File: src/dpt_defines.svh
// Constants for the dedicated-channel frame and chip offset timing block
`ifndef DPT_DEFINES_SVH
`define DPT_DEFINES_SVH

// ----------------------------------------------------------------
// Timing figures
// ----------------------------------------------------------------
`define DPT_FRAME_CHIPS 16'h9600
`define DPT_FRAME_CHIPS_W 24'h00_9600
`define DPT_CHIP_MAX 16'h95FF
`define DPT_POS_WRAP 24'h96_0000
`define DPT_ROUND_HALF 8'h80
`define DPT_ROUND_STEP 16'h0100
`define DPT_DOFF_FDD_MAX 10'h257

// ----------------------------------------------------------------
// Controller register offsets
// ----------------------------------------------------------------
`define DPT_REG_CTRL 8'h00
`define DPT_REG_FO 8'h04
`define DPT_REG_CO 8'h08
`define DPT_REG_DOFF_FDD 8'h0C
`define DPT_REG_DOFF_TDD 8'h10
`define DPT_REG_MEAS 8'h14
`define DPT_REG_REF_SFN 8'h18
`define DPT_REG_CELL_SFN 8'h1C
`define DPT_REG_CFN 8'h20
`define DPT_REG_REF_RX 8'h24
`define DPT_REG_CELL_RX 8'h28
`define DPT_REG_REPORT 8'h2C
`define DPT_REG_STATUS 8'h30
`define DPT_REG_POS 8'h34

// ----------------------------------------------------------------
// Field positions
// ----------------------------------------------------------------
`define DPT_CTRL_SEND 0
`define DPT_CTRL_EVAL 1
`define DPT_CTRL_DCH 2
`define DPT_MEAS_REQ 3
`define DPT_MEAS_REF 4

// ----------------------------------------------------------------
// Reset values
// ----------------------------------------------------------------
`define DPT_RST_BYTE 8'h00
`define DPT_RST_HALF 16'h0000
`define DPT_RST_WORD 32'h0000_0000

`endif

File: src/dpt_pkg.sv
// Types shared by both ends of the offset timing link
package dpt_pkg;

  // ----------------------------------------------------------------
  // Handset reporting cases
  // ----------------------------------------------------------------
  typedef enum logic [2:0] {
    DPT_CASE_NONE = 3'b000,
    DPT_CASE_SINGLE = 3'b001,
    DPT_CASE_MULTI = 3'b010,
    DPT_CASE_ADD = 3'b011,
    DPT_CASE_IRAT_ONE = 3'b100,
    DPT_CASE_IRAT_MULTI = 3'b101
  } dpt_case_e;

  // ----------------------------------------------------------------
  // Per-module state
  // ----------------------------------------------------------------
  typedef struct packed {
    logic [7:0] fo;
    logic [15:0] co;
    logic [23:0] pos;
    logic [7:0] air_frame;
    logic [15:0] air_chip;
    logic valid;
    logic done;
    logic err;
  } dpt_node_s;

  typedef struct packed {
    logic [7:0] fo;
    logic [15:0] co;
    logic [9:0] doff_fdd;
    logic [2:0] doff_tdd;
    dpt_case_e mcase;
    logic mreq;
    logic isref;
    logic [11:0] ref_sfn;
    logic [11:0] cell_sfn;
    logic [7:0] cfn;
    logic [15:0] ref_rx;
    logic [15:0] cell_rx;
    logic [7:0] off;
    logic off_valid;
    logic [15:0] tm;
    logic cfg_valid;
    logic doff_valid;
    logic [31:0] rdata;
  } dpt_ctrl_s;

endpackage

File: src/dpt_if.sv
// Link between the offset controller and the base station timing end
`timescale 1ns/1ns
`default_nettype none

interface dpt_if;
  logic cfg_valid;
  logic [7:0] frame_offset;
  logic [15:0] chip_offset;
  logic cfg_done;
  logic cfg_err;
  logic [23:0] pos;

  modport node (
    input cfg_valid,
    input frame_offset,
    input chip_offset,
    output cfg_done,
    output cfg_err,
    output pos
  );

  modport ctrl (
    output cfg_valid,
    output frame_offset,
    output chip_offset,
    input cfg_done,
    input cfg_err,
    input pos
  );
endinterface

`default_nettype wire

File: src/dpt_ctrl.sv
// Controller end: offset supply, default offsets and handset reports
//
// Implementation choices: the plain strobed port and the register offsets.
`timescale 1ns/1ns
`default_nettype none
`include "dpt_defines.svh"

module dpt_ctrl
  import dpt_pkg::*;
(
  input wire logic REF_CLK_I, // System clock
  input wire logic RESET_I, // Synchronous reset, active high
  dpt_if.ctrl LINK, // Offsets to the base station end
  input wire logic [7:0] ADDR_I, // Register byte address
  input wire logic [31:0] WDATA_I, // Write data
  input wire logic WR_I, // Write strobe
  input wire logic RD_I, // Read strobe
  output logic [31:0] RDATA_O, // Read data, cycle after RD_I
  output logic [9:0] DOFF_FDD_O, // Default offset, 512-chip steps
  output logic [2:0] DOFF_TDD_O, // Default offset, frames
  output logic DOFF_VALID_O // Default offset sent, one cycle
);

  // ----------------------------------------------------------------
  // State
  // ----------------------------------------------------------------
  dpt_ctrl_s st_ff;
  dpt_ctrl_s nxt_st;

  logic [7:0] sfn_diff;
  logic [7:0] cfn_diff;
  logic [15:0] rx_diff;
  logic [31:0] rd_word;

  // ----------------------------------------------------------------
  // Measurement arithmetic
  // ----------------------------------------------------------------
  assign sfn_diff = st_ff.cell_sfn[7:0] - st_ff.ref_sfn[7:0];
  assign cfn_diff = st_ff.cfn - st_ff.cell_sfn[7:0];

  // Chip difference folded back into one frame
  always_comb begin
    if (st_ff.cell_rx >= st_ff.ref_rx) begin
      rx_diff = st_ff.cell_rx - st_ff.ref_rx;
    end else begin
      rx_diff = st_ff.cell_rx + `DPT_FRAME_CHIPS - st_ff.ref_rx;
    end
  end

  // ----------------------------------------------------------------
  // Read mux
  // ----------------------------------------------------------------
  always_comb begin
    case (ADDR_I)
      `DPT_REG_FO: rd_word = {24'h00_0000, st_ff.fo};
      `DPT_REG_CO: rd_word = {16'h0000, st_ff.co};
      `DPT_REG_DOFF_FDD: rd_word = {22'h00_0000, st_ff.doff_fdd};
      `DPT_REG_DOFF_TDD: rd_word = {29'h0000_0000, st_ff.doff_tdd};
      `DPT_REG_MEAS: rd_word = {27'h000_0000, st_ff.isref, st_ff.mreq, st_ff.mcase};
      `DPT_REG_REF_SFN: rd_word = {20'h0_0000, st_ff.ref_sfn};
      `DPT_REG_CELL_SFN: rd_word = {20'h0_0000, st_ff.cell_sfn};
      `DPT_REG_CFN: rd_word = {24'h00_0000, st_ff.cfn};
      `DPT_REG_REF_RX: rd_word = {16'h0000, st_ff.ref_rx};
      `DPT_REG_CELL_RX: rd_word = {16'h0000, st_ff.cell_rx};
      `DPT_REG_REPORT: rd_word = {st_ff.tm, 7'h00, st_ff.off_valid, st_ff.off};
      `DPT_REG_STATUS: rd_word = {30'h0000_0000, LINK.cfg_done, LINK.cfg_err};
      `DPT_REG_POS: rd_word = {8'h00, LINK.pos};
      default: rd_word = `DPT_RST_WORD;
    endcase
  end

  // ----------------------------------------------------------------
  // Next state
  // ----------------------------------------------------------------
  always_comb begin
    nxt_st = st_ff;
    nxt_st.cfg_valid = 1'b0;
    nxt_st.doff_valid = 1'b0;
    nxt_st.rdata = RD_I ? rd_word : `DPT_RST_WORD;
    if (WR_I) begin
      case (ADDR_I)
        `DPT_REG_CTRL: begin
          nxt_st.cfg_valid = WDATA_I[`DPT_CTRL_SEND];
          nxt_st.doff_valid = WDATA_I[`DPT_CTRL_DCH];
          if (WDATA_I[`DPT_CTRL_EVAL]) begin
            nxt_st.tm = `DPT_RST_HALF;
            nxt_st.off = `DPT_RST_BYTE;
            // Frame offset only when the network asked for it
            nxt_st.off_valid = st_ff.mreq;
            case (st_ff.mcase)
              DPT_CASE_SINGLE, DPT_CASE_IRAT_ONE: begin
                nxt_st.off = `DPT_RST_BYTE;
                nxt_st.tm = `DPT_RST_HALF;
              end
              DPT_CASE_MULTI, DPT_CASE_IRAT_MULTI: begin
                // Reference is the uplink cell or one the handset picked
                if (!st_ff.isref) begin
                  nxt_st.off = sfn_diff;
                  nxt_st.tm = rx_diff;
                end
              end
              DPT_CASE_ADD: begin
                nxt_st.off = cfn_diff;
                nxt_st.tm = rx_diff;
              end
              default: begin
                nxt_st.off_valid = 1'b0;
              end
            endcase
          end
        end
        `DPT_REG_FO: nxt_st.fo = WDATA_I[7:0];
        `DPT_REG_CO: nxt_st.co = WDATA_I[15:0];
        `DPT_REG_DOFF_FDD: begin
          if (WDATA_I[9:0] <= `DPT_DOFF_FDD_MAX && WDATA_I[31:10] == 22'h00_0000) begin
            nxt_st.doff_fdd = WDATA_I[9:0];
          end
        end
        `DPT_REG_DOFF_TDD: nxt_st.doff_tdd = WDATA_I[2:0];
        `DPT_REG_MEAS: begin
          nxt_st.mcase = dpt_case_e'(WDATA_I[2:0]);
          nxt_st.mreq = WDATA_I[`DPT_MEAS_REQ];
          nxt_st.isref = WDATA_I[`DPT_MEAS_REF];
        end
        `DPT_REG_REF_SFN: nxt_st.ref_sfn = WDATA_I[11:0];
        `DPT_REG_CELL_SFN: nxt_st.cell_sfn = WDATA_I[11:0];
        `DPT_REG_CFN: nxt_st.cfn = WDATA_I[7:0];
        `DPT_REG_REF_RX: nxt_st.ref_rx = WDATA_I[15:0];
        `DPT_REG_CELL_RX: nxt_st.cell_rx = WDATA_I[15:0];
        default: begin
        end
      endcase
    end
  end

  // ----------------------------------------------------------------
  // Registers
  // ----------------------------------------------------------------
  always_ff @(posedge REF_CLK_I) begin
    if (RESET_I) begin
      st_ff <= '0;
    end else begin
      st_ff <= nxt_st;
    end
  end

  // ----------------------------------------------------------------
  // Outputs
  // ----------------------------------------------------------------
  assign RDATA_O = st_ff.rdata;
  assign LINK.cfg_valid = st_ff.cfg_valid;
  assign LINK.frame_offset = st_ff.fo;
  assign LINK.chip_offset = st_ff.co;
  assign DOFF_FDD_O = st_ff.doff_fdd;
  assign DOFF_TDD_O = st_ff.doff_tdd;
  assign DOFF_VALID_O = st_ff.doff_valid;

endmodule

`default_nettype wire

File: src/flat_wrapper.sv
// flat-port wrapper written by rule: the top's interface ports become plain ports
module dpt_ctrl_flat import dpt_pkg::*;
  (REF_CLK_I, RESET_I, ADDR_I, WDATA_I, WR_I, RD_I, RDATA_O, DOFF_FDD_O, DOFF_TDD_O, DOFF_VALID_O, LINK_cfg_valid, LINK_frame_offset, LINK_chip_offset, LINK_cfg_done, LINK_cfg_err, LINK_pos);
  dpt_if LINK_i ();
  input wire logic REF_CLK_I;
  input wire logic RESET_I;
  input wire logic [7:0] ADDR_I;
  input wire logic [31:0] WDATA_I;
  input wire logic WR_I;
  input wire logic RD_I;
  output logic [31:0] RDATA_O;
  output logic [9:0] DOFF_FDD_O;
  output logic [2:0] DOFF_TDD_O;
  output logic DOFF_VALID_O;
  output wire logic [$bits(LINK_i.cfg_valid)-1:0] LINK_cfg_valid;
  output wire logic [$bits(LINK_i.frame_offset)-1:0] LINK_frame_offset;
  output wire logic [$bits(LINK_i.chip_offset)-1:0] LINK_chip_offset;
  input wire logic [$bits(LINK_i.cfg_done)-1:0] LINK_cfg_done;
  input wire logic [$bits(LINK_i.cfg_err)-1:0] LINK_cfg_err;
  input wire logic [$bits(LINK_i.pos)-1:0] LINK_pos;
  assign LINK_cfg_valid = LINK_i.cfg_valid;
  assign LINK_frame_offset = LINK_i.frame_offset;
  assign LINK_chip_offset = LINK_i.chip_offset;
  assign LINK_i.cfg_done = LINK_cfg_done;
  assign LINK_i.cfg_err = LINK_cfg_err;
  assign LINK_i.pos = LINK_pos;
  dpt_ctrl u_core (.REF_CLK_I(REF_CLK_I), .RESET_I(RESET_I), .LINK(LINK_i), .ADDR_I(ADDR_I), .WDATA_I(WDATA_I), .WR_I(WR_I), .RD_I(RD_I), .RDATA_O(RDATA_O), .DOFF_FDD_O(DOFF_FDD_O), .DOFF_TDD_O(DOFF_TDD_O), .DOFF_VALID_O(DOFF_VALID_O));
endmodule
File: config.mk
export PLATFORM = sky130hd
export DESIGN_NAME = dpt_ctrl_flat
export DESIGN_NICKNAME = d
export VERILOG_FILES = /design/src/dpt_pkg.sv /design/src/dpt_if.sv /design/src/dpt_ctrl.sv /design/src/flat_wrapper.sv
export VERILOG_INCLUDE_DIRS = /design/src
export SDC_FILE = /design/constraint.sdc
export NUM_CORES = 1
export LEC_CHECK = 0
export BUFFER_PORTS_ARGS = -buffer_cell sky130_fd_sc_hd__buf_2
export CORE_ASPECT_RATIO = 1.5
export CORE_MARGIN = 2
export CORE_UTILIZATION = 55
export DETAILED_ROUTE_END_ITERATION = 8
export GPL_ROUTABILITY_DRIVEN = 0
export PLACE_DENSITY = 0.77
export REMOVE_ABC_BUFFERS = 1
export SYNTH_ARGS = -nofsm -noshare
export SYNTH_HDL_FRONTEND = slang
export SYNTH_SLANG_ARGS = --single-unit
File: constraint.sdc
create_clock -name REF_CLK_I -period 6.64 [get_ports REF_CLK_I]
set_input_delay 1.328 -clock REF_CLK_I [delete_from_list [all_inputs] [get_ports REF_CLK_I]]
set_output_delay 1.328 -clock REF_CLK_I [all_outputs]
set_load 0.01 [all_outputs]
After elaboration in Yosys (flattened, before gate mapping)
Cells that the tools add are included.
Cells by class
  reductions and logical operators: 18
  magnitude comparators: 2
  add/sub/neg operators: 5
  multiplexer cells: 7
  equality and inequality tests: 18
  bitwise gates (word level): 3
Operator list (number)
  one-hot mux 32 bit (13 select lines): 1
  equality test 8 x 6 -> 1 bit (second input constant): 6
  equality test 8 x 5 -> 1 bit (second input constant): 4
  two-way mux 16 bit: 2
  one-hot mux 16 bit (2 select lines): 1
  subtractor 16 bit: 2
  logical NOT 22 bit: 1
  AND reduction 2 bit: 9
  adder 16 bit (second input constant): 1
  equality test 8 x 4 -> 1 bit (second input constant): 2
  >= comparator 16 bit: 1
  one-hot mux 8 bit (2 select lines): 1
  subtractor 8 bit: 2
  <= comparator 10 bit (second input constant): 1
  equality test 8 x 3 -> 1 bit (second input constant): 1
  logical NOT 8 bit: 1
  two-way mux 8 bit: 1
  equality test 3 x 2 -> 1 bit (second input constant): 2
  equality test 3 bit (second input constant): 2
  AND reduction 3 bit: 2
  OR reduction 5 bit: 1
  OR reduction 2 bit: 2
  equality test 3 x 1 -> 1 bit (second input constant): 1
  NOT 1 bit: 3
  3 further kinds: 3
Word-level totals
  bits in registers: 165

Depth between registers and ports, before layout
Gate-level depths: netlist (run 1).
  depth after elaboration: 5
  depth in mapped cells: 12
  gate-level depth less buffers: 12

Worst setup path before layout (run 1)
OpenSTA, ideal clock, no wires.
  path kind: input to register
  start point: input port ADDR_I[4]
  end point: register u_core.st_ff[49] (netlist bit)
  data required time: 6.578 ns
  setup slack: 3.610 ns
  stages on the path: 7
  library setup time: 0.062 ns
  data arrival time: 2.968 ns
  path buffers: 1
  cell sequence: buf_2 > nor4_4 > nand2_1 > nor3b_4 > nand2_2 > or4_1 > nand3_1
Between the ends
  cells in the longest elaborated chain, start to end: 2
RTL lines
  start, declared: line flat_wrapper.sv:7  | input wire logic [7:0] ADDR_I;
  logical NOT 8 bit: line dpt_ctrl.sv:81  | case (ADDR_I)
  AND reduction 3 bit (no source line)
  end signal, assigned: line dpt_ctrl.sv:143  | st_ff <= nxt_st;
  end, declared: line dpt_ctrl.sv:27  | dpt_ctrl_s st_ff;
No other way between the ends.
A chain may end at the register's enable or synchronous reset.

Worst setup path in the final report (run 1)
  start point: input port ADDR_I[1]
  end point: register u_core.st_ff, in the netlist u_core.DOFF_FDD_O[7]
Between the ends
  cells in the longest elaborated chain, start to end: 2
RTL lines (line)
  equality test 8 x 4 -> 1 bit: dpt_ctrl.sv:81
  AND reduction 3 bit (no source line)
No other way between the ends.

==> flow_summary.json, run 1 <==
{
  "ctsHoldBuffers": 0,
  "layout_common_cells": "dfxtp_1 (165), buf_2 (139), nand2_1 (133)",
  "fmax_mhz": 282.5,
  "root_buffer": "clkbuf_16",
  "setup_viol": 0,
  "portBuffers": 140,
  "tightest_slew_ps": 1195,
  "power.density_nw_per_um2": 196.2,
  "synth_area_um2": 9822,
  "ctsResizeCount": 0,
  "final_layout_size_suffix_gt1_frac": 0.1700,
  "p_int_mw": 1.614,
  "min_path_type": "flip-flop to flip-flop",
  "path_buf_inv": 1,
  "drt_iter0_markers": 1009,
  "nNetsFinal": 1364,
  "cap_violations": 0,
  "crit_type": "primary input to flip-flop",
  "placed_cells_incl_taps": 1429,
  "core-area_um2": 17420,
  "die_w_um": 113.1,
  "grt_first_pass_wirelength_um": 45470,
  "path_max_fanout": 10,
  "switching_power_uw": 480.5,
  "cp-end-kind": "flip-flop",
  "finalNonFillerCells": 1460,
  "ys_seq_area_frac": 0.3363,
  "synth_edf_count": 0,
  "clock_skew_ps": 9.405,
  "required_ps": 6940,
  "die_area_um2": 18960,
  "clockPowerShare": 0.476,
  "yosysWarningCount": 0,
  "worst_path_most_repeated_cell": "nor2_1",
  "wl_per_cell_um": 20.05,
  "fin_tns_setup_ps": 0,
  "synth-seq-cells": 165,
  "post-route-drc-count": 5,
  "violations": "design-rule violations",
  "synth_ff_type": "dfxtp_1",
  "antenna_found_initial": 0,
  "combPwrFrac": 0.051,
  "cts_buffer_depth": 2,
  "cts_made_buffers": 17,
  "drv_slew": 0,
  "leakagePower_nw": 4.292,
  "routed_wl_um": 29270,
  "arrival_ps": 3840,
  "min_period_over_period": 0.5331,
  "synth_cell_type_count": 76,
  "path_clk_slew_ps": 60,
  "num-fill-cells": 1539,
  "rsz0062_at_grt": "no",
  "async_flop_share": 0,
  "core.rowCount": 59,
  "die_h_um": 167.7,
  "initial_utilization": 0.5638,
  "outcome": "finished, violations left",
  "grt_pass1_vias": 8640,
  "ios": 141,
  "cts_tree": "yes",
  "path_cells": "buf_2 > nor2_1 > and2_1 > nand2_1 > nor2_1 > nand3_1 > mux2i_1 > nor2_1",
  "slowest_delay_ps": 670,
  "ir_drop_mv": 0.1752,
  "track_usage": 0.3047,
  "grt_max_degree": 80,
  "whs_ps": 448.3,
  "clk-insertion-delay-late_ps": 440,
  "antenna_cells": 0,
  "critPathLaunchType": "primary input",
  "detail-route-antenna-nets": 0,
  "cts_sinks": 165,
  "final_common_cell": "dfxtp_1",
  "route.vias.total": 9073,
  "cpLargestDelayFamily": "simple AND/OR/NAND/NOR gates",
  "p_sw_frac": 0.2294,
  "netlist_instances": 1203,
  "post_cts_buffers": 0,
  "dr.pass1.iters": 9,
  "synth_area_per_cell_um2": 8.165,
  "overflow": 0,
  "seq_power_share": 0.473,
  "dpl.hpwl_um": 21250,
  "period_needed_ps": 3540,
  "area_growth_pct": 8.738,
  "slew_headroom": 0.2007,
  "crit_slowest_cell": "nand3_1",
  "h-tree-depth": 4,
  "report.final.hold_viol_count": 0,
  "viasPerCell": 6.214
}
==> worst register-to-register path: cells and delay by family, from the launching register on <==
family	cells	cell delay (ps)
buffers and inverters	1	70
and+or+nand+nor	3	690
DFF	1	420
adders and majority gates	3	1010
AOI/OAI and AO/OA	4	930
==> logic make-up (layout without fill, tap and decap cells) <==
logic type                 after synthesis  in the layout  share of synthesized area
xor gates and xnor gates                34             34                    0.03032
DFF                                    165            165                     0.3363
and+or+nand+nor                        407            407                     0.1997
buffers and inverters                  205            249                     0.1065
adders and majority gates               59             59                    0.08510
muxes                                   53             53                    0.05631
AOI/OAI and AO/OA                      280            280                     0.1857
==> registers in the layout, summed over array words and instances, names as in the netlist <==
name,count
u_core.LINK.cfg_valid,1
u_core.DOFF_TDD_O,3
u_core.DOFF_FDD_O,10
u_core.st_ff,94
u_core.RDATA_O,32
u_core.LINK.chip_offset,16
u_core.DOFF_VALID_O,1
u_core.LINK.frame_offset,8
==> final timing paths <==
path                     from                   end  slack (ps)  cells past startpoint
min reg2reg  u_core.st_ff[42]      u_core.st_ff[42]         450                      2
max                 ADDR_I[1]  u_core.DOFF_FDD_O[7]        3100                      8
min          u_core.st_ff[42]      u_core.st_ff[42]         450                      2
max reg2reg  u_core.st_ff[76]      u_core.st_ff[49]        3470                     11
==> Yosys cell counts (all sizes together) (5+ instances only) <==
master	n	area, um2
a31oi	19	118.9
a22oi	37	277.8
nor4	8	80.08
nand4	5	31.28
clkbuf	52	195.2
fa	13	260.3
o21ai	28	143.9
nand2	135	511.7
nor3	18	100.1
o211ai	5	37.54
nor2b	9	56.30
o22ai	7	43.79
nand2b	6	45.04
xnor2	22	192.7
xor2	12	105.1
dfxtp	165	3303
buf	87	603.1
a222oi	14	140.1
ha	46	575.6
a221oi	7	61.31
a21o	8	60.06
nor2	92	345.3
a21oi	115	579.3
and2	18	115.1
mux2	8	90.09
mux2i	44	440.4
nand3	86	430.4
nand3b	7	52.55
inv	66	247.7
==> stage by stage <==
| step | utilization | area, um2 | setup WS (ps) | power (mW) |
|---|---|---|---|---|
| after floorplan | - | 9024 | 2434 | 1.043 |
| after global placement | 0.5794 | 10090 | 2783 | 1.115 |
| after global routing | 0.6130 | 10680 | 2958 | 2.143 |
| after detailed placement | 0.5794 | 10090 | 2757 | 1.115 |
| final | 0.6130 | 10680 | 3100 | 2.095 |
| after CTS | 0.6130 | 10680 | 3181 | 2.094 |
==> power by group through the flow <==
stage / sequential (mW) / combinational, mW / clock [mW]
2_1_floorplan: 1.01 / 0.0294 / 0
3_3_place_gp: 1.01 / 0.102 / 0
3_5_place_dp: 1.01 / 0.102 / 0
4_1_cts: 0.991 / 0.103 / 1.00
5_1_grt: 0.991 / 0.112 / 1.04
6_report: 0.991 / 0.106 / 0.998
==> per-layer routing <==
| layer | global-route usage | routed length (um) |
|---|---|---|
| met5 | 0 | 0 |
| met4 | 0.1681 | 1435 |
| met3 | 0.04669 | 2165 |
| met2 | 0.5335 | 14940 |
| met1 | 0.3518 | 10730 |
==> final cells by class <==
type | instances | area, um2 | share of cell area
well taps | 213 | 266.5 | 0.02495
inverters | 66 | 247.7 | 0.02320
clock buffers | 24 | 491.7 | 0.04604
flip-flops and latches | 165 | 3303 | 0.3093
repair buffers | 152 | 793.3 | 0.07427
multi-input cells | 833 | 5483 | 0.5134
clock inverters | 7 | 95.09 | 0.008904
(Power assumes the default switching activity.)
==> run 2: changes to the inputs <==
==> constraint.sdc (replaced) <==
create_clock -name REF_CLK_I -period 3.51 [get_ports REF_CLK_I]
set_input_delay 0.702 -clock REF_CLK_I [delete_from_list [all_inputs] [get_ports REF_CLK_I]]
set_output_delay 0.702 -clock REF_CLK_I [all_outputs]
set_load 0.01 [all_outputs]
==> run 2 against run 1 <==
The run still ends with design-rule violations left. Flip-flop and latch count unchanged. Via count barely moved. Critical path depth is 2 higher. Cell count is 0.89% higher. Clock power increased by 88%. Core utilization rose by 0.68 points. Clock skew about the same. Wire length down 2.3%. Die area stayed put. First-iteration DRC count decreased by 5.9%.
==> flow_summary.json, run 2 (synthesis gave the netlist of run 1 again) <==
{
  "outcome": "finished, violations left",
  "violations": "design-rule violations",
  "finish.instance_area_um2": 10800,
  "initial_utilization": 0.5638,
  "core-area_um2": 17420,
  "path_clk_slew_ps": 60,
  "switching_power_uw": 917.0,
  "h-tree-depth": 4,
  "overflow": 0,
  "wl_per_cell_um": 19.41,
  "whs_ps": 443.1,
  "place_ws_ps": 599.6,
  "dr.pass1.iters": 8,
  "cts_tree": "yes",
  "power.density_nw_per_um2": 366.5,
  "layout_common_cells": "dfxtp_1 (165), buf_2 (139), nand2_1 (133)",
  "crit_type": "flip-flop to flip-flop",
  "dpl.hpwl_um": 21020,
  "cts_buffer_depth": 2,
  "portBuffers": 140,
  "register_area_um2": 3303,
  "largest_reg_flops": 94,
  "clock_skew_ps": 9.283,
  "ctsResizeCount": 0,
  "route.vias.total": 9074,
  "required_ps": 3870,
  "area_growth_pct": 9.937,
  "largest_register": "u_core.st_ff",
  "period_needed_ps": 2967,
  "die_h_um": 167.7,
  "path_max_fanout": 4,
  "antenna_found_initial": 0,
  "clockPowerShare": 0.474,
  "drv_slew": 0,
  "track_usage": 0.2992,
  "num-fill-cells": 1553,
  "final.setup.worst_slack_ps": 542.6,
  "fin_tns_setup_ps": 0,
  "grt_first_pass_wirelength_um": 44820,
  "combPwrFrac": 0.052,
  "min_period_over_period": 0.8454,
  "report.final.hold_viol_count": 0,
  "cts_sinks": 165,
  "arrival_ps": 3330,
  "detail-route-antenna-nets": 0,
  "seq_power_share": 0.474,
  "drt_iter0_markers": 949,
  "root_buffer": "clkbuf_16",
  "clk-insertion-delay-late_ps": 440,
  "cp-end-kind": "flip-flop",
  "p_sw_frac": 0.2317,
  "viasPerCell": 6.160,
  "tightest_slew_ps": 667.8,
  "grt_pass1_vias": 8709,
  "die_area_um2": 18960,
  "critPathLaunchType": "flip-flop",
  "p_int_mw": 3.040,
  "final_layout_size_suffix_gt1_frac": 0.1810,
  "nNetsFinal": 1378,
  "core.rowCount": 59,
  "slew_headroom": 0.5537,
  "cts_made_buffers": 17,
  "leakagePower_nw": 4.369,
  "final_common_cell": "dfxtp_1",
  "rsz0062_at_grt": "no",
  "setup_viol": 0,
  "min_path_type": "flip-flop to flip-flop",
  "die_w_um": 113.1,
  "routed_wl_um": 28590,
  "multi_input_area_um2": 5483,
  "fmax_mhz": 337.0,
  "cap_violations": 0,
  "ios": 141,
  "antenna_cells": 0,
  "dpl_cell_area_um2": 10210,
  "post-route-drc-count": 5,
  "placed_cells_incl_taps": 1443,
  "grt_max_degree": 99,
  "ir_drop_mv": 0.2717,
  "ctsHoldBuffers": 0,
  "finalNonFillerCells": 1473,
  "post_cts_buffers": 0
}
==> run 2: worst paths after layout <==
| path | startpoint | end | slack, ps | depth (start not counted) |
|---|---|---|---|---|
| worst min-delay path | u_core.st_ff[43] | u_core.st_ff[43] | 440 | 2 |
| worst min register to register | u_core.st_ff[43] | u_core.st_ff[43] | 440 | 2 |
| worst max-delay path | u_core.st_ff[78] | u_core.st_ff[46] | 540 | 10 |
| worst max register to register | u_core.st_ff[78] | u_core.st_ff[46] | 540 | 10 |
==> run 2: cell type report <==
type	count	share of cell area
clock buffers	20	0.04322
multi-input cells	833	0.5078
clock inverters	10	0.01112
well taps	213	0.02468
inverters	66	0.02294
repair buffers	166	0.08436
flip-flops and latches	165	0.3059
==> run 2: metrics by stage <==
stage | utilization | total power, mW
2_1_floorplan | - | 1.972
3_3_place_gp | 0.5861 | 2.116
3_5_place_dp | 0.5861 | 2.116
4_1_cts | 0.6198 | 3.972
5_1_grt | 0.6198 | 4.064
6_report | 0.6198 | 3.957
==> run 2: worst max-delay path: stages, from the launching register on <==
cell      delay, ps
dfxtp_1         420
inv_1            70
ha_1            210
fa_1            510
nor2b_1         180
a221oi_1        350
nand2_1         220
a211oi_2        250
nor3_1           80
or4b_1          460
a21oi_1         150
==> run 2: power groups by stage <==
stage | Clock [mW] | Combinational, mW | Sequential [mW]
final | 1.88 | 0.205 | 1.87
after global routing | 1.97 | 0.217 | 1.87
after CTS | 1.90 | 0.200 | 1.87
after detailed placement | 0 | 0.199 | 1.92
after global placement | 0 | 0.199 | 1.92
after floorplan | 0 | 0.0556 | 1.92
==> run 2: metal layers <==
metal	wire [um]	track usage	up-vias
met2	14650	0.5236	434
met4	1425	0.1670	0
met1	10400	0.3425	4266
met5	0	0	-
li1	-	-	4262
met3	2120	0.04922	112
